### src/pkg/periodic_timer_pkg.sv
// Shared constants for the two-channel periodic timer
// Assumes one 200 MHz system clock and a 32-bit APB register bus
`default_nettype none

package periodic_timer_pkg;

    localparam int CNT_W = 16;
    localparam int ADDR_W = 8;
    localparam int DIV_W = 9;
    localparam int NUM_TICKS = 4;

    // Register indices; the byte address is four times the index
    localparam logic [ADDR_W-1:0] IDX_RUN = 8'h00;
    localparam logic [ADDR_W-1:0] IDX_CSR0 = 8'h02;
    localparam logic [ADDR_W-1:0] IDX_CNT0 = 8'h04;
    localparam logic [ADDR_W-1:0] IDX_COR0 = 8'h06;
    localparam logic [ADDR_W-1:0] IDX_CSR1 = 8'h08;
    localparam logic [ADDR_W-1:0] IDX_CNT1 = 8'h0A;
    localparam logic [ADDR_W-1:0] IDX_COR1 = 8'h0C;
    localparam logic [ADDR_W-1:0] IDX_IRQ_STAT = 8'h0E;
    localparam logic [ADDR_W-1:0] IDX_IRQ_MASK = 8'h10;

    // Field positions
    localparam int RUN0_BIT = 0;
    localparam int RUN1_BIT = 1;
    localparam int FLAG_BIT = 7;
    localparam int IRQEN_BIT = 6;
    localparam int SEL_LSB = 0;
    localparam int SEL_MSB = 1;

    // Reset values
    localparam logic [CNT_W-1:0] CNT_RST = 16'h0000;
    localparam logic [CNT_W-1:0] COR_RST = 16'hFFFF;
    localparam logic [CNT_W-1:0] CNT_ONE = 16'h0001;
    localparam logic [DIV_W-1:0] DIV_RST = 9'h000;
    localparam logic [DIV_W-1:0] DIV_ONE = 9'h001;

    // Prescaler masks for divide by 8, 32, 128 and 512
    localparam logic [DIV_W-1:0] DIV_MASK [NUM_TICKS] = '{9'h007, 9'h01F, 9'h07F, 9'h1FF};

    typedef enum logic [1:0] {
        TICK_DIV8 = 2'h0,
        TICK_DIV32 = 2'h1,
        TICK_DIV128 = 2'h2,
        TICK_DIV512 = 2'h3
    } tick_sel_t;

    // Byte address of a register index
    function automatic logic [ADDR_W-1:0] byte_addr(input logic [ADDR_W-1:0] idx);
        return {idx[ADDR_W-3:0], 2'b00};
    endfunction

endpackage

`default_nettype wire

### src/tick_prescaler.sv
// Free-running prescaler giving four divided tick enables
// Assumes the system clock; standby restarts the division
`default_nettype none

module tick_prescaler
    import periodic_timer_pkg::*;
(
    input wire logic pclk,
    input wire logic presetn,
    input wire logic standby,
    output logic [NUM_TICKS-1:0] tick
);

    typedef struct packed {
        logic [DIV_W-1:0] div;
    } div_state_t;

    div_state_t s_q;
    div_state_t s_d;

    ////////////////////////////////////////////////////////////////////////////////
    // Next divider value
    always_comb begin
        s_d = s_q;
        s_d.div = s_q.div + DIV_ONE;
        if (standby) begin
            s_d.div = DIV_RST;
        end
    end

    // Divider register
    always_ff @(posedge pclk or negedge presetn) begin
        if (!presetn) begin
            s_q <= '{div: DIV_RST};
        end else begin
            s_q <= s_d;
        end
    end

    // One-cycle enables when the low bits wrap
    always_comb begin
        for (int i = 0; i < NUM_TICKS; i++) begin
            tick[i] = (s_q.div & DIV_MASK[i]) == DIV_MASK[i];
        end
    end

endmodule

`default_nettype wire

### src/period_channel.sv
// One compare-match channel: counter, match and sticky flag
// Assumes tick is a one-cycle enable and writes come at the APB access edge
`default_nettype none

module period_channel
    import periodic_timer_pkg::*;
(
    input wire logic pclk,
    input wire logic presetn,
    input wire logic standby,
    input wire logic tick,
    input wire logic run,
    input wire logic [CNT_W-1:0] period_constant,
    input wire logic wr_lo,
    input wire logic wr_hi,
    input wire logic [CNT_W-1:0] wdata,
    input wire logic sw_clr,
    input wire logic xfer_clr,
    output logic [CNT_W-1:0] count,
    output logic match_flag,
    output logic hit
);

    typedef struct packed {
        logic [CNT_W-1:0] cnt;
        logic flag;
    } chan_state_t;

    chan_state_t s_q;
    chan_state_t s_d;

    // Match fires on the tick that leaves the matching value
    assign hit = tick & run & (s_q.cnt == period_constant);

    ////////////////////////////////////////////////////////////////////////////////
    // Counter and flag next state
    always_comb begin
        s_d = s_q;
        if (hit) begin
            s_d.cnt = CNT_RST;
        end else if (wr_lo | wr_hi) begin
            // Unwritten byte keeps its old value, increment dropped
            if (wr_lo) begin
                s_d.cnt[7:0] = wdata[7:0];
            end
            if (wr_hi) begin
                s_d.cnt[15:8] = wdata[15:8];
            end
        end else if (tick & run) begin
            s_d.cnt = s_q.cnt + CNT_ONE;
        end
        // Clear first so a same-cycle match still sets
        if (sw_clr | xfer_clr) begin
            s_d.flag = 1'b0;
        end
        if (hit) begin
            s_d.flag = 1'b1;
        end
        if (standby) begin
            s_d = '{cnt: CNT_RST, flag: 1'b0};
        end
    end

    // State register
    always_ff @(posedge pclk or negedge presetn) begin
        if (!presetn) begin
            s_q <= '{cnt: CNT_RST, flag: 1'b0};
        end else begin
            s_q <= s_d;
        end
    end

    assign count = s_q.cnt;
    assign match_flag = s_q.flag;

endmodule

`default_nettype wire

### src/periodic_timer.sv
// Two-channel periodic compare-match timer with APB register access
// Assumes one system clock, zero-wait APB master and a synchronous
// standby level from the power controller; manual reset is not wired in
`default_nettype none

module periodic_timer
    import periodic_timer_pkg::*;
(
    input wire logic pclk,
    input wire logic presetn,
    input wire logic psel,
    input wire logic penable,
    input wire logic pwrite,
    input wire logic [ADDR_W-1:0] paddr,
    input wire logic [31:0] pwdata,
    input wire logic [3:0] pstrb,
    output logic [31:0] prdata,
    output logic pready,
    output logic pslverr,
    input wire logic standby,
    input wire logic [1:0] xfer_clr,
    output logic [1:0] match_irq,
    output logic [1:0] xfer_req,
    output logic [1:0] xfer_pick,
    output logic irq
);

    ////////////////////////////////////////////////////////////////////////////////
    // State

    typedef struct packed {
        logic [1:0] run;
        logic [1:0] irq_en;
        logic [1:0] sel0;
        logic [1:0] sel1;
        logic [CNT_W-1:0] cor0;
        logic [CNT_W-1:0] cor1;
        logic [1:0] armed;
        logic [1:0] irq_stat;
        logic [1:0] irq_mask;
        logic [31:0] rdata;
    } regs_state_t;

    localparam regs_state_t REGS_RST = '{
        run: 2'h0,
        irq_en: 2'h0,
        sel0: TICK_DIV8,
        sel1: TICK_DIV8,
        cor0: COR_RST,
        cor1: COR_RST,
        armed: 2'h0,
        irq_stat: 2'h0,
        irq_mask: 2'h0,
        rdata: 32'h0000_0000
    };

    regs_state_t s_q;
    regs_state_t s_d;

    logic [NUM_TICKS-1:0] tick;
    logic [1:0] hit;
    logic [1:0] flag;
    logic [CNT_W-1:0] count0;
    logic [CNT_W-1:0] count1;
    logic [1:0] sw_clr;
    logic [1:0] cnt_wr_lo;
    logic [1:0] cnt_wr_hi;

    logic setup;
    logic access;
    logic wr;
    logic rd;
    logic mapped;
    logic aligned;

    ////////////////////////////////////////////////////////////////////////////////
    // Helpers

    // Address matches a register index
    function automatic logic hit_reg(input logic [ADDR_W-1:0] addr,
                                     input logic [ADDR_W-1:0] idx);
        return addr == byte_addr(idx);
    endfunction

    // Pick the enable named by a select code
    function automatic logic pick_tick(input logic [1:0] sel,
                                       input logic [NUM_TICKS-1:0] ticks);
        logic t;
        t = 1'b0;
        case (sel)
            TICK_DIV8: t = ticks[0];
            TICK_DIV32: t = ticks[1];
            TICK_DIV128: t = ticks[2];
            TICK_DIV512: t = ticks[3];
            default: t = 1'b0;
        endcase
        return t;
    endfunction

    // Control/status read image of a channel
    function automatic logic [31:0] csr_image(input logic f,
                                              input logic en,
                                              input logic [1:0] sel);
        logic [31:0] v;
        v = 32'h0000_0000;
        v[FLAG_BIT] = f;
        v[IRQEN_BIT] = en;
        v[SEL_MSB:SEL_LSB] = sel;
        return v;
    endfunction

    ////////////////////////////////////////////////////////////////////////////////
    // Tick source and channels

    tick_prescaler u_prescaler (
        .pclk(pclk),
        .presetn(presetn),
        .standby(standby),
        .tick(tick)
    );

    period_channel u_chan0 (
        .pclk(pclk),
        .presetn(presetn),
        .standby(standby),
        .tick(pick_tick(s_q.sel0, tick)),
        .run(s_q.run[RUN0_BIT]),
        .period_constant(s_q.cor0),
        .wr_lo(cnt_wr_lo[0]),
        .wr_hi(cnt_wr_hi[0]),
        .wdata(pwdata[CNT_W-1:0]),
        .sw_clr(sw_clr[0]),
        .xfer_clr(xfer_clr[0]),
        .count(count0),
        .match_flag(flag[0]),
        .hit(hit[0])
    );

    period_channel u_chan1 (
        .pclk(pclk),
        .presetn(presetn),
        .standby(standby),
        .tick(pick_tick(s_q.sel1, tick)),
        .run(s_q.run[RUN1_BIT]),
        .period_constant(s_q.cor1),
        .wr_lo(cnt_wr_lo[1]),
        .wr_hi(cnt_wr_hi[1]),
        .wdata(pwdata[CNT_W-1:0]),
        .sw_clr(sw_clr[1]),
        .xfer_clr(xfer_clr[1]),
        .count(count1),
        .match_flag(flag[1]),
        .hit(hit[1])
    );

    ////////////////////////////////////////////////////////////////////////////////
    // APB decode

    // Phases of a transfer
    assign setup = psel & ~penable;
    assign access = psel & penable;
    assign wr = access & pwrite;
    assign rd = access & ~pwrite;

    // Known word addresses only
    assign aligned = paddr[1:0] == 2'b00;
    assign mapped = hit_reg(paddr, IDX_RUN) | hit_reg(paddr, IDX_CSR0)
        | hit_reg(paddr, IDX_CNT0) | hit_reg(paddr, IDX_COR0)
        | hit_reg(paddr, IDX_CSR1) | hit_reg(paddr, IDX_CNT1)
        | hit_reg(paddr, IDX_COR1) | hit_reg(paddr, IDX_IRQ_STAT)
        | hit_reg(paddr, IDX_IRQ_MASK);

    // Zero wait, error on unmapped access
    assign pready = 1'b1;
    assign pslverr = access & ~(mapped & aligned);
    assign prdata = s_q.rdata;

    // Counter byte strobes
    always_comb begin
        cnt_wr_lo[0] = wr & hit_reg(paddr, IDX_CNT0) & pstrb[0];
        cnt_wr_hi[0] = wr & hit_reg(paddr, IDX_CNT0) & pstrb[1];
        cnt_wr_lo[1] = wr & hit_reg(paddr, IDX_CNT1) & pstrb[0];
        cnt_wr_hi[1] = wr & hit_reg(paddr, IDX_CNT1) & pstrb[1];
    end

    // Zero written to flag after it was read as one
    always_comb begin
        sw_clr[0] = wr & hit_reg(paddr, IDX_CSR0) & pstrb[0]
            & s_q.armed[0] & ~pwdata[FLAG_BIT];
        sw_clr[1] = wr & hit_reg(paddr, IDX_CSR1) & pstrb[0]
            & s_q.armed[1] & ~pwdata[FLAG_BIT];
    end

    ////////////////////////////////////////////////////////////////////////////////
    // Register next state

    always_comb begin
        s_d = s_q;

        // Read data captured in the setup phase
        if (setup) begin
            s_d.rdata = 32'h0000_0000;
            if (hit_reg(paddr, IDX_RUN)) begin
                s_d.rdata[1:0] = s_q.run;
            end
            if (hit_reg(paddr, IDX_CSR0)) begin
                s_d.rdata = csr_image(flag[0], s_q.irq_en[0], s_q.sel0);
            end
            if (hit_reg(paddr, IDX_CSR1)) begin
                s_d.rdata = csr_image(flag[1], s_q.irq_en[1], s_q.sel1);
            end
            if (hit_reg(paddr, IDX_CNT0)) begin
                s_d.rdata[CNT_W-1:0] = count0;
            end
            if (hit_reg(paddr, IDX_CNT1)) begin
                s_d.rdata[CNT_W-1:0] = count1;
            end
            if (hit_reg(paddr, IDX_COR0)) begin
                s_d.rdata[CNT_W-1:0] = s_q.cor0;
            end
            if (hit_reg(paddr, IDX_COR1)) begin
                s_d.rdata[CNT_W-1:0] = s_q.cor1;
            end
            if (hit_reg(paddr, IDX_IRQ_STAT)) begin
                s_d.rdata[1:0] = s_q.irq_stat;
            end
            if (hit_reg(paddr, IDX_IRQ_MASK)) begin
                s_d.rdata[1:0] = s_q.irq_mask;
            end
        end

        // Arm the flag clear on a read that returned one
        if (rd && hit_reg(paddr, IDX_CSR0) && s_q.rdata[FLAG_BIT]) begin
            s_d.armed[0] = 1'b1;
        end
        if (rd && hit_reg(paddr, IDX_CSR1) && s_q.rdata[FLAG_BIT]) begin
            s_d.armed[1] = 1'b1;
        end

        // Run bits
        if (wr && hit_reg(paddr, IDX_RUN) && pstrb[0]) begin
            s_d.run = pwdata[1:0];
        end

        // Channel control; any flag write consumes the arming
        if (wr && hit_reg(paddr, IDX_CSR0) && pstrb[0]) begin
            s_d.irq_en[0] = pwdata[IRQEN_BIT];
            s_d.sel0 = pwdata[SEL_MSB:SEL_LSB];
            s_d.armed[0] = 1'b0;
        end
        if (wr && hit_reg(paddr, IDX_CSR1) && pstrb[0]) begin
            s_d.irq_en[1] = pwdata[IRQEN_BIT];
            s_d.sel1 = pwdata[SEL_MSB:SEL_LSB];
            s_d.armed[1] = 1'b0;
        end

        // Compare constants, per byte lane
        if (wr && hit_reg(paddr, IDX_COR0)) begin
            if (pstrb[0]) begin
                s_d.cor0[7:0] = pwdata[7:0];
            end
            if (pstrb[1]) begin
                s_d.cor0[15:8] = pwdata[15:8];
            end
        end
        if (wr && hit_reg(paddr, IDX_COR1)) begin
            if (pstrb[0]) begin
                s_d.cor1[7:0] = pwdata[7:0];
            end
            if (pstrb[1]) begin
                s_d.cor1[15:8] = pwdata[15:8];
            end
        end

        // Summary status: write one to clear, new match wins
        if (wr && hit_reg(paddr, IDX_IRQ_STAT) && pstrb[0]) begin
            s_d.irq_stat = s_q.irq_stat & ~pwdata[1:0];
        end
        s_d.irq_stat = s_d.irq_stat | hit;

        // Summary mask
        if (wr && hit_reg(paddr, IDX_IRQ_MASK) && pstrb[0]) begin
            s_d.irq_mask = pwdata[1:0];
        end

        // Standby restores every control to its reset value
        if (standby) begin
            s_d = REGS_RST;
        end
    end

    // Register file
    always_ff @(posedge pclk or negedge presetn) begin
        if (!presetn) begin
            s_q <= REGS_RST;
        end else begin
            s_q <= s_d;
        end
    end

    ////////////////////////////////////////////////////////////////////////////////
    // Interrupt and transfer requests

    // Per-channel request from flag and enable
    assign match_irq = flag & s_q.irq_en;

    // Same requests start the transfer controller
    assign xfer_req = match_irq;

    // Channel 0 always served first
    always_comb begin
        xfer_pick = 2'b00;
        if (match_irq[0]) begin
            xfer_pick = 2'b01;
        end else if (match_irq[1]) begin
            xfer_pick = 2'b10;
        end
    end

    // Summary interrupt level
    assign irq = |(s_q.irq_stat & s_q.irq_mask);

endmodule

`default_nettype wire

### config.mk
export PLATFORM = sky130hd
export DESIGN_NAME = periodic_timer
export DESIGN_NICKNAME = d
export VERILOG_FILES = /design/src/pkg/periodic_timer_pkg.sv /design/src/tick_prescaler.sv /design/src/period_channel.sv /design/src/periodic_timer.sv
export SDC_FILE = /design/constraint.sdc
export NUM_CORES = 1
export LEC_CHECK = 0
export ABC_AREA = 1
export BUFFER_PORTS_ARGS = -buffer_cell sky130_fd_sc_hd__clkbuf_2
export CAP_MARGIN = 20
export CORE_MARGIN = 4
export CORE_UTILIZATION = 40
export CTS_CLUSTER_DIAMETER = 100
export CTS_CLUSTER_SIZE = 16
export DETAILED_ROUTE_END_ITERATION = 7
export PLACE_DENSITY = 0.55
export SKIP_CTS_REPAIR_TIMING = 1
export SKIP_LAST_GASP = 1
export SYNTH_ARGS = -nofsm -noshare
export SYNTH_HDL_FRONTEND = slang
export SYNTH_HIERARCHICAL = 1
export SYNTH_SLANG_ARGS = --single-unit
### constraint.sdc
create_clock -name pclk -period 3.78 [get_ports pclk]
set_clock_uncertainty 0.15 [all_clocks]
set_input_delay 0.945 -clock pclk [delete_from_list [all_inputs] [get_ports pclk]]
set_output_delay 0.945 -clock pclk [all_outputs]
set_load 0.02 [all_outputs]
; ---- Yosys cells after proc, flatten, opt, wreduce, memory -nomap -nowiden
; Cells that the tools add are included.
[op_classes]
mux = 46
bitwise_logic = 45
addsub = 3
n_reduce_logical = 44
n_eq_ne = 24
[ops]
columns = operator, count
row1 = 2-to-1 mux 16 bit, 12
row2 = 2-to-1 mux 78 bit, 1
row3 = 2-to-1 mux 32 bit, 2
row4 = 2-to-1 mux 8 bit, 7
row5 = 2-to-1 mux 17 bit, 2
row6 = adder 16 x 1 -> 16 bit (second input constant), 2
row7 = == test 16 bit, 2
row8 = == test 8 x 6 -> 1 bit (second input constant), 4
row9 = AND 1 bit, 24
row10 = 2-to-1 mux 2 bit, 9
row11 = nonzero test 2 bit, 9
row12 = == test 8 x 5 -> 1 bit (second input constant), 2
row13 = logical AND 1 bit, 16
row14 = inequality test 4 x 2 -> 1 bit (second input constant), 4
row15 = AND reduction 2 bit, 8
row16 = OR 1 bit, 12
row17 = nonzero test 3 bit, 4
row18 = adder 9 x 1 -> 9 bit (second input constant), 1
row19 = == test 9 bit (second input constant), 1
row20 = 2-to-1 mux 1 bit, 9
row21 = 2-to-1 mux 9 bit, 1
row22 = == test 2 bit (second input constant), 4
row23 = == test 8 x 4 -> 1 bit (second input constant), 1
row24 = == test 8 x 7 -> 1 bit (second input constant), 1
row25 = 14 further kinds, 24
[word_totals]
elab_cells = 183
in_bits = 52
register_bits = 121
out_inout_bits = 41

; ---- Depth between registers and ports, before layout
; Gate-level depths: netlist of the first run.
[logic_depth]
word_depth = 12
ltp_mapped = 17
ltp_nobuf = 17

; ---- Hierarchy
; The synthesis of the first run kept the hierarchy.
[modules_own_cells]
columns = module, seq_area_each_um2, cells_each, instances, area_each_um2
row1 = periodic_timer, 1591.5, 501, 1, 3721.1
row2 = period_channel, 425.4, 301, 2, 1680.4
row3 = tick_prescaler, 225.2, 53, 1, 467.9

; ---- Worst setup path after synthesis of the first run
; Ideal clock, no wire load.
[synth_timing]
path_type = input port to output port
startpoint = input paddr[1]
endpoint = output pslverr
slack_ns = 0.570
path_stages = 7
n_path_buf = 1
t_required_ns = 2.685
arrival_time_ns = 2.115
path_cell_list = nor2_1 nand2_1 inv_1 nand2_1 buf_1 nand3_1 nor3_1
[synth_between]
elab_chain_cells = 12
elab_cells_between_ends = 21
[synth_rtl]
columns = item, line_no
row1 = start: declaration, periodic_timer.sv:14  ; input wire logic [ADDR_W-1:0] paddr,
row2 = == test 8 x 4 -> 1 bit or logical NOT 8 bit (tied branches), periodic_timer.sv:82  ; return addr == byte_addr(idx);
row3 = OR 1 bit, periodic_timer.sv:167  ; assign mapped = hit_reg(paddr, IDX_RUN) | hit_reg(paddr, IDX_CSR0)
row4 = OR 1 bit (2 in series), periodic_timer.sv:168  ; | hit_reg(paddr, IDX_CNT0) | hit_reg(paddr, IDX_COR0)
row5 = OR 1 bit (2 in series), periodic_timer.sv:169  ; | hit_reg(paddr, IDX_CSR1) | hit_reg(paddr, IDX_CNT1)
row6 = OR 1 bit (2 in series), periodic_timer.sv:170  ; | hit_reg(paddr, IDX_COR1) | hit_reg(paddr, IDX_IRQ_STAT)
row7 = OR 1 bit, periodic_timer.sv:171  ; | hit_reg(paddr, IDX_IRQ_MASK);
row8 = AND 1 bit *, periodic_timer.sv:175  ; assign pslverr = access & ~(mapped & aligned);
row9 = NOT 1 bit *, periodic_timer.sv:175
row10 = AND 1 bit *, periodic_timer.sv:175
row11 = end: declaration, periodic_timer.sv:19  ; output logic pslverr,
; Mark *: on every way between the ends. The rest lies on a longest branch, timed or not.

; ---- Final worst setup path of the first run
; Ends and elaborated chain as after synthesis.

==> results of run 1 <==
-- worst paths after layout --
path                            slack (ps)               start            endpoint
worst max-delay path                   720            paddr[1]             pslverr
worst min-delay path                   330          prdata[15]          prdata[15]
worst max register to register         740  u_prescaler/s_q[0]    u_chan1/count[6]
worst min register to register         330          prdata[15]          prdata[15]
max in group asynchronous             2230             presetn             s_q[66]
min in group asynchronous              440             presetn  u_prescaler/s_q[5]
-- metrics by stage --
step	total power, mW	utilization	setup slack [ps]
CTS	2.556	0.4465	707.2
global route	2.661	0.4465	431.1
detailed placement	1.601	0.4306	564.9
global placement	1.597	0.4306	569.5
floorplan	1.478	-	570.5
finish	2.523	0.4465	717.6
-- power by group through the flow --
stage	Combinational (mW)	Sequential, mW	Clock (mW)
floorplan	0.221	1.26	0
global placement	0.316	1.28	0
detailed placement	0.320	1.28	0
CTS	0.321	1.26	0.974
global route	0.364	1.27	1.03
finish	0.320	1.26	0.940
-- synth_stat cells (2+ instances only) --
| cell | count | share of area |
|---|---|---|
| o21ai_1 | 19 | 0.013 |
| buf_2 | 11 | 0.0073 |
| buf_6 | 4 | 0.0060 |
| a21oi_2 | 4 | 0.0046 |
| nand2_1 | 363 | 0.18 |
| nor2_4 | 4 | 0.0060 |
| nand3_2 | 2 | 0.0027 |
| a21oi_1 | 35 | 0.023 |
| a32o_1 | 2 | 0.0027 |
| or2_2 | 4 | 0.0033 |
| nor3_1 | 16 | 0.011 |
| nand4_1 | 50 | 0.041 |
| o31ai_1 | 2 | 0.0020 |
| clkinv_1 | 2 | 0.00099 |
| a31oi_1 | 2 | 0.0017 |
| dfstp_2 | 32 | 0.11 |
| nor2_2 | 5 | 0.0041 |
| o21ai_2 | 4 | 0.0046 |
| nand3_1 | 68 | 0.045 |
| a32oi_1 | 2 | 0.0023 |
| o21ai_0 | 51 | 0.034 |
| a21oi_4 | 2 | 0.0043 |
| nor4_1 | 2 | 0.0017 |
| ha_1 | 6 | 0.0099 |
| nand2_2 | 6 | 0.0050 |
| dfrtp_1 | 73 | 0.24 |
| conb_1 | 2 | 0.00099 |
| nand3_4 | 2 | 0.0046 |
| a211oi_1 | 2 | 0.0020 |
| nor2_1 | 161 | 0.080 |
| o211ai_1 | 16 | 0.016 |
| inv_2 | 26 | 0.013 |
| buf_4 | 36 | 0.036 |
| o22ai_1 | 2 | 0.0017 |
| inv_1 | 118 | 0.059 |
| clkbuf_1 | 11 | 0.0055 |
-- area by class of cell --
cell class	count	share of cell area
multi-input combinational	856	0.4851
sequential	105	0.3270
inverter	147	0.06933
timing repair buffer	69	0.04785
tap	229	0.03512
clock buffer	10	0.02929
clock inverter	6	0.006288
-- kinds of logic after synthesis --
family,count (synthesis)
DFF,105
xor gates and xnor gates,1
buffers and inverters,210
adders and majority gates,6
and+or+nand+nor,687
other,2
AOI/OAI and AO/OA,145
-- state kept, by name (all words and copies together), names as in the netlist --
| signal | cells |
|---|---|
| s_q | 46 |
| prdata | 16 |
| u_chan0/count | 16 |
| u_chan1/count | 16 |
| u_prescaler/s_q | 9 |
| u_chan0/match_flag | 1 |
| u_chan1/match_flag | 1 |
-- per-layer routing --
layer | GRT usage | vias to the layer above | routed length (um)
li1 | - | 3739 | -
met1 | 0.3181 | 3536 | 11550
met2 | 0.3569 | 204 | 10670
met3 | 0.03893 | 24 | 1179
met4 | 0.05840 | 0 | 387
met5 | 0 | - | 0
-- critical path, stage by stage --
cell and delay [ps]:
clkbuf_2 90, nor2_1 140, nand2_1 120, inv_1 130, nand4_1 180, inv_1 150, nor3_1 60, clkbuf_2 150
==> impl_metrics.toml, run 1 <==
[logic_synthesis]
synth_cell_type_count = 45
ys_async_sr_fraction = 1.000
syn_area_um2 = 7550
synth_top_family_by_area = "simple AND/OR/NAND/NOR gates"
synth_edf_count = 0
synthXorXnorAreaFrac = 0.001160
synth.area.mux_share = 0
ys_ff_latch = 105
synthAdderAreaFrac = 0.009944
ys.flop_type = "dfrtp_1"
syn_inst = 1156
ys_warn_count = 6
synth_simple_gate_area_share = 0.3910
syn_area_per_cell_um2 = 6.531
synth_compound_area_frac = 0.1137
ys_seq_area_frac = 0.3533

[worst_hold_path]
hold_class = "register to register"
hold_depth = 2

[die]
rows = 49
ios = 93
die_w_um = 145.4
fp.coreArea_um2 = 18270
die_area_um2 = 21140
die_y_um = 145.4
start_util = 0.4132

[final_layout]
antenna-diode-count = 0
num-nets-final = 1246
fillCellCount = 1993
drive_gt1_frac = 0.1500
seqCellArea_um2 = 2668
final_cell_mix = "nand2_1 (363), nor2_1 (161), inv_1 (118)"
multi_input_area_um2 = 3958
layout-area-overhead-vs-synth_pct = 8.054
fin_cells = 1422
layout_commonest_cell = "nand2_1"
fin_area_um2 = 8158

[clocking]
cts_tree = "built"
cts_max_path_buffers = 2
cts_buffers = 9
h-tree-depth = 3
clock-root-buffer = "clkbuf_16"
clk_latency_ps = 360
clk_pin_slew_worst_paths_ps = 70
clock-sinks = 105

[power]
combPwrFrac = 0.127
pwr-share-seq = 0.500
vdd_drop_max_mv = 0.2163
swShare = 0.2985
p_sw_uw = 753.1
pwr-share-clk = 0.373
p_int_mw = 1.770
p_leak_nw = 4.194
power_density_nw_per_um2 = 309.3

[global_routing]
grt_pass1_wl_um = 37960
grt.total_usage = 0.2245
grt_max_degree = 58
grt_overflow = 0
antenna_found_initial = 0
grt_pass1_vias = 6910

[worst_setup_path]
startpoint_type = "input pin"
crit_required_ps = 2680
ff2ff_path_depth = 17
arrival_ps = 1970
worstSetupPathType = "input pin to primary output"
worstSetupEndpointType = "primary output"
crit_fanout = 4

[placed_design]
finalWeightedCongestion = 0.8994
dp_hpwl_um = 18210
port_buffers = 57
dp_cells = 1406
placed_cell_area_um2 = 7868

[detailed_routing]
via_per_inst = 5.276
firstDrtPassIters = 5
vias = 7503
initialDrtViolationCount = 478
drtAntennaViolNets = 0
wl_um = 23790
drc_errors = 0
wl_per_cell_um = 16.73

[sta]
finalHoldViolCount = 0
rsz0062_at_grt = "no"
relSlewSlack = 0.4947
min_period_ps = 3062
fin_tns_setup_ps = 0
fmax_ghz = 0.3265
setup_viol = 0
maxSlewViolCount = 0
finalCritPeriodShare = 0.8101
hold-worst-slack_ps = 329.6
worst_slew_pin_slew_ps = 757.8

[run_status]
status = "finished clean"

[flow_run]
cap_violations = 0
(Power assumes the default switching activity.)
==> run 2: changes to the inputs <==
- clock period: 3.78 -> 3 ns (I/O delays scaled with it)
==> run 2 against run 1 <==
Effect of this change: largest power group unchanged; register-to-register slack worse by 480 ps; hold slack worse by 94 ps; die area stayed put; global-route usage is 0.39 points lower; final area is 0.97% higher; setup slack worse by 460 ps; non-clock buffer count is 7 higher; total power is 28% higher; sequential cell count stayed put; critical path depth is 9 higher.
==> impl_metrics.toml, run 2 (synthesis results as in run 1) <==
[placed_design]
port_buffers = 57
dp_hpwl_um = 18330
detailedPlace.worstSlack_ps = 76.42
placed_cell_area_um2 = 7933
finalWeightedCongestion = 0.9132

[worst_setup_path]
crit_fanout = 6
startpoint_type = "register"
reg2reg_to = "u_chan0/count[6]"
arrival_ps = 2840
rrSetupSlack_ps = 260
ff2ff_path_depth = 17
endpoint = "u_chan0/count[6]"
worstSetupPathType = "register to register"
worstSetupEndpointType = "register"
crit_required_ps = 3100
critPathLaunch = "u_prescaler/s_q[0]"
r2r-start = "u_prescaler/s_q[0]"

[detailed_routing]
vias = 7449
initialDrtViolationCount = 526
drc_errors = 0
via_per_inst = 5.213
firstDrtPassIters = 6
drtAntennaViolNets = 0
wl_per_cell_um = 16.43
wl_um = 23480

[power]
combPwrFrac = 0.125
pwr-share-seq = 0.491
vdd_drop_max_mv = 0.3083
swShare = 0.2902
power_density_nw_per_um2 = 392.8
p_sw_uw = 938.8
p_int_mw = 2.297
p_leak_nw = 4.239
pwr-share-clk = 0.384

[sta]
worst_slew_pin_slew_ps = 754.2
relSlewSlack = 0.4971
fin_tns_setup_ps = 0
rsz0062_at_grt = "yes"
finalCritPeriodShare = 0.9147
fin_ws_ps = 255.9
maxSlewViolCount = 0
min_period_ps = 2744
hold-worst-slack_ps = 235.4
finalHoldViolCount = 0
setup_viol = 0
fmax_ghz = 0.3644

[worst_hold_path]
hold_class = "input pin to asynchronous set/reset pin"

[final_layout]
largest_register_ffs = 46
num-nets-final = 1253
antenna-diode-count = 0
regMostFlops = "s_q"
fin_util = 0.4508
final_cell_mix = "nand2_1 (363), nor2_1 (161), inv_1 (116)"
layout-area-overhead-vs-synth_pct = 9.098
layout_commonest_cell = "nand2_1"
drive_gt1_frac = 0.1558
fin_area_um2 = 8237
fillCellCount = 1938

[global_routing]
grt_max_degree = 44
grt_overflow = 0
grt.total_usage = 0.2207
grt_pass1_vias = 6894
antenna_found_initial = 0
grt_pass1_wl_um = 37610

[die]
die_y_um = 145.4
die_area_um2 = 21140
fp.coreArea_um2 = 18270
ios = 93
start_util = 0.4132
die_w_um = 145.4
rows = 49

[clocking]
clk_latency_ps = 360
cts_max_path_buffers = 2
cts_buffers = 9
clock-sinks = 105
clock-root-buffer = "clkbuf_16"
cts_tree = "built"
clk_pin_slew_worst_paths_ps = 80
h-tree-depth = 3

[run_status]
status = "finished clean"

[flow_run]
cap_violations = 0
-- run 2: cell count changes in the layout (fill, tap and decap cells not counted), moves of 2 or more --
cell | previous run | this run
inv_1 | 118 | 116
clkinvlp_4 | 3 | 1
inv_2 | 26 | 28
buf_4 | 12 | 18
-- run 2: final cells by class --
cell class	instances	area (um2)	area share
Multi-Input combinational cell	856	3958	0.4805
Sequential cell	105	2668	0.3239
Inverter	147	565.5	0.06866
Timing Repair Buffer	76	455.4	0.05529
Tap cell	229	286.5	0.03479
Clock buffer	10	229.0	0.02780
Clock inverter	6	75.07	0.009114
-- run 2: through the flow --
step | total power, mW | std cells
6_report | 3.235 | 1429
3_5_place_dp | 2.018 | 1413
5_1_grt | 3.406 | 1429
4_1_cts | 3.282 | 1429
2_1_floorplan | 1.862 | 1171
3_3_place_gp | 2.015 | 1413
-- run 2: metal layers --
| layer | GRT usage | wire length, um | vias up |
|---|---|---|---|
| met2 | 0.3503 | 10580 | 198 |
| met4 | 0.04368 | 320 | 0 |
| met5 | 0 | 0 | - |
| li1 | - | - | 3746 |
| met1 | 0.3217 | 11590 | 3486 |
| met3 | 0.03363 | 991 | 19 |
-- run 2: worst min path at each step --
stage,startpoint,slack [ps],depth (start not counted),end
2_1_floorplan,u_prescaler/s_q[0],290,1,u_prescaler/s_q[0]
3_3_place_gp,prdata[15],310,2,prdata[15]
3_5_place_dp,prdata[12],320,2,prdata[12]
4_1_cts,presetn,250,1,u_prescaler/s_q[3]
6_report,presetn,240,1,u_prescaler/s_q[3]
5_1_grt,presetn,270,1,u_prescaler/s_q[3]
-- run 2: worst max-delay path: stages, from the launching register on --
cell and delay, ps:
dfrtp_1 400, ha_1 200, inv_1 70, nor2_4 130, nand3_2 100, nor2_2 90
ha_1 180, nor2_1 60, o32ai_1 110, nand2_1 130, inv_2 140, nand2_1 120
nand2_1 180, inv_1 150, a21oi_1 170, o21ai_0 100, o21ai_0 90, nor2_1 60
-- run 2: power by group through the flow --
stage | clock, mW | combinational, mW | sequential (mW)
2_1_floorplan | 0 | 0.279 | 1.58
3_3_place_gp | 0 | 0.402 | 1.61
5_1_grt | 1.35 | 0.461 | 1.60
6_report | 1.24 | 0.405 | 1.59
3_5_place_dp | 0 | 0.405 | 1.61
4_1_cts | 1.29 | 0.407 | 1.59
==> run 3: changes to the inputs <==
- BUFFER_PORTS_ARGS: -buffer_cell sky130_fd_sc_hd__clkbuf_2 -> not set
- CORE_UTILIZATION: 40 -> 62
- DONT_BUFFER_PORTS: not set -> 1
- PLACE_DENSITY: 0.55 -> 0.74
==> run 3 against run 2 <==
Effect of this change: wire length is 12% lower; critical path type unchanged; highest routed layer unchanged; hold slack worse by 150 ps; largest power group unchanged; setup slack better by 7.8 ps; critical endpoint is now s_q[35]; total power is 6.9% lower; count of clock-buffer cells in the layout is 1 higher.
==> impl_metrics.toml, run 3 (synthesis results as in run 1) <==
[clocking]
clk_latency_ps = 360
cts_tree = "built"
clock-sinks = 105
clock-root-buffer = "clkbuf_16"
cts_buffers = 9
cts_max_path_buffers = 2
h-tree-depth = 3
clk_pin_slew_worst_paths_ps = 70

[final_layout]
largest_register_ffs = 46
layout-area-overhead-vs-synth_pct = 2.768
layout_commonest_cell = "nand2_1"
regMostFlops = "s_q"
fillCellCount = 1093
antenna-diode-count = 0
num-nets-final = 1190
drive_gt1_frac = 0.1082
fin_cells = 1284
final_cell_mix = "nand2_1 (363), nor2_1 (161), inv_1 (117)"

[detailed_routing]
vias = 7285
firstDrtPassIters = 5
drc_errors = 0
wl_per_cell_um = 16.15
via_per_inst = 5.674
wl_um = 20740
initialDrtViolationCount = 820
drtAntennaViolNets = 0

[worst_setup_path]
crit_fanout = 4
arrival_ps = 2870
path_cells = "ha_1 > inv_1 > nor2_4 > nand3_2 > nor2_2 > ha_1 > nor2_1 > o22ai_1 > nand2_1 > inv_1 > buf_4 > nand4_1 > nor2_1 > nand3_1 > nor2_1 > inv_1 > a21oi_1"
worstSetupEndpointType = "register"
worstSetupPathType = "register to register"
crit_path_max_incr_delay_ps = 400
startpoint_type = "register"
crit_required_ps = 3140
crit_slowest_cell = "dfrtp_1"

[placed_design]
dp_hpwl_um = 15760
dp_cells = 1267
port_buffers = 0
finalWeightedCongestion = 0.9470

[power]
combPwrFrac = 0.111
power_density_nw_per_um2 = 388.4
swShare = 0.2758
pwr-share-clk = 0.361
p_sw_uw = 831.1
pwr-share-seq = 0.528
p_int_mw = 2.182
vdd_drop_max_mv = 0.3076
p_leak_nw = 3.954

[die]
ios = 93
rows = 40
start_util = 0.6312
die_area_um2 = 14010
die_y_um = 118.4
die_w_um = 118.4
fp.coreArea_um2 = 11960

[global_routing]
grt_max_degree = 106
grt.total_usage = 0.2992
grt_pass1_wl_um = 33630
grt_overflow = 0
antenna_found_initial = 0
grt_pass1_vias = 6541

[sta]
relSlewSlack = 0.5012
fmax_ghz = 0.3655
setup_viol = 0
rsz0062_at_grt = "yes"
worst_slew_pin_slew_ps = 748.2
finalHoldViolCount = 0
maxSlewViolCount = 0
fin_tns_setup_ps = 0
finalCritPeriodShare = 0.9121
min_period_ps = 2736

[worst_hold_path]
hold_class = "input pin to asynchronous set/reset pin"

[flow_run]
cap_violations = 0

[run_status]
status = "finished clean"
run 3: cell types whose count changed in the layout (fill, tap and decap cells not counted), moves of 2 or more:
cell | previous run | this run
buf_12 | 2 | 0
buf_4 | 18 | 12
clkbuf_2 | 56 | 0
clkinv_2 | 0 | 3
clkinv_4 | 2 | 0
run 3: path summary, 6_finish.rpt:
kind,start,to,slack [ps],cells after the start
min,presetn,s_q[40],80,0
min reg2reg,u_prescaler/s_q[0],u_prescaler/s_q[0],340,1
max,u_prescaler/s_q[0],s_q[35],260,17
max reg2reg,u_prescaler/s_q[0],s_q[35],260,17
min in group pclk,standby,u_prescaler/s_q[1],300,1
max in group asynchronous,presetn,u_chan0/count[9],2270,1
run 3: power by group through the flow:
stage	combinational, mW	sequential (mW)	clock, mW
after floorplan	0.279	1.58	0
after global placement	0.299	1.61	0
after detailed placement	0.305	1.61	0
after CTS	0.306	1.59	1.12
after global routing	0.383	1.60	1.17
final	0.333	1.59	1.09
run 3: worst max-delay path, delay by kind of cell, from the launching register on:
kind	cells	cell delay, ps
AOI/OAI and AO/OA	2	340
adders and majority gates	2	360
buffers and inverters	4	440
DFF	1	400
and+or+nand+nor	9	980
run 3: cell type report:
| cell class | count | area, um2 | share of cell area |
|---|---|---|---|
| Tap cell | 147 | 183.9 | 0.02371 |
| Clock buffer | 11 | 232.7 | 0.03000 |
| Inverter | 147 | 565.5 | 0.07289 |
| Clock inverter | 5 | 30.03 | 0.003870 |
| Sequential cell | 105 | 2668 | 0.3438 |
| Multi-Input combinational cell | 856 | 3961 | 0.5106 |
| Timing Repair Buffer | 13 | 117.6 | 0.01516 |
run 3: through the flow:
step | area [um2] | utilization | worst slack (ps) | hold slack (ps) | total power [mW]
5_1_grt | 7759 | 0.6486 | -17.76 | 66.60 | 3.159
3_3_place_gp | 7465 | 0.6241 | 112.8 | 307.1 | 1.911
6_report | 7759 | 0.6486 | 263.7 | 82.22 | 3.014
4_1_cts | 7727 | 0.6460 | 84.12 | -79.42 | 3.012
2_1_floorplan | 7606 | - | 180.5 | 290.7 | 1.862
3_5_place_dp | 7465 | 0.6241 | 109.6 | 307.2 | 1.918
run 3: routing by layer:
layer	wire, um	part of all wire	global-route usage	vias to the layer above
li1	-	-	-	3620
met5	0	0	0	-
met3	2109	0.10	0.07129	31
met4	325	0.016	0.06886	0
met2	9105	0.44	0.4548	333
met1	9195	0.44	0.4336	3301
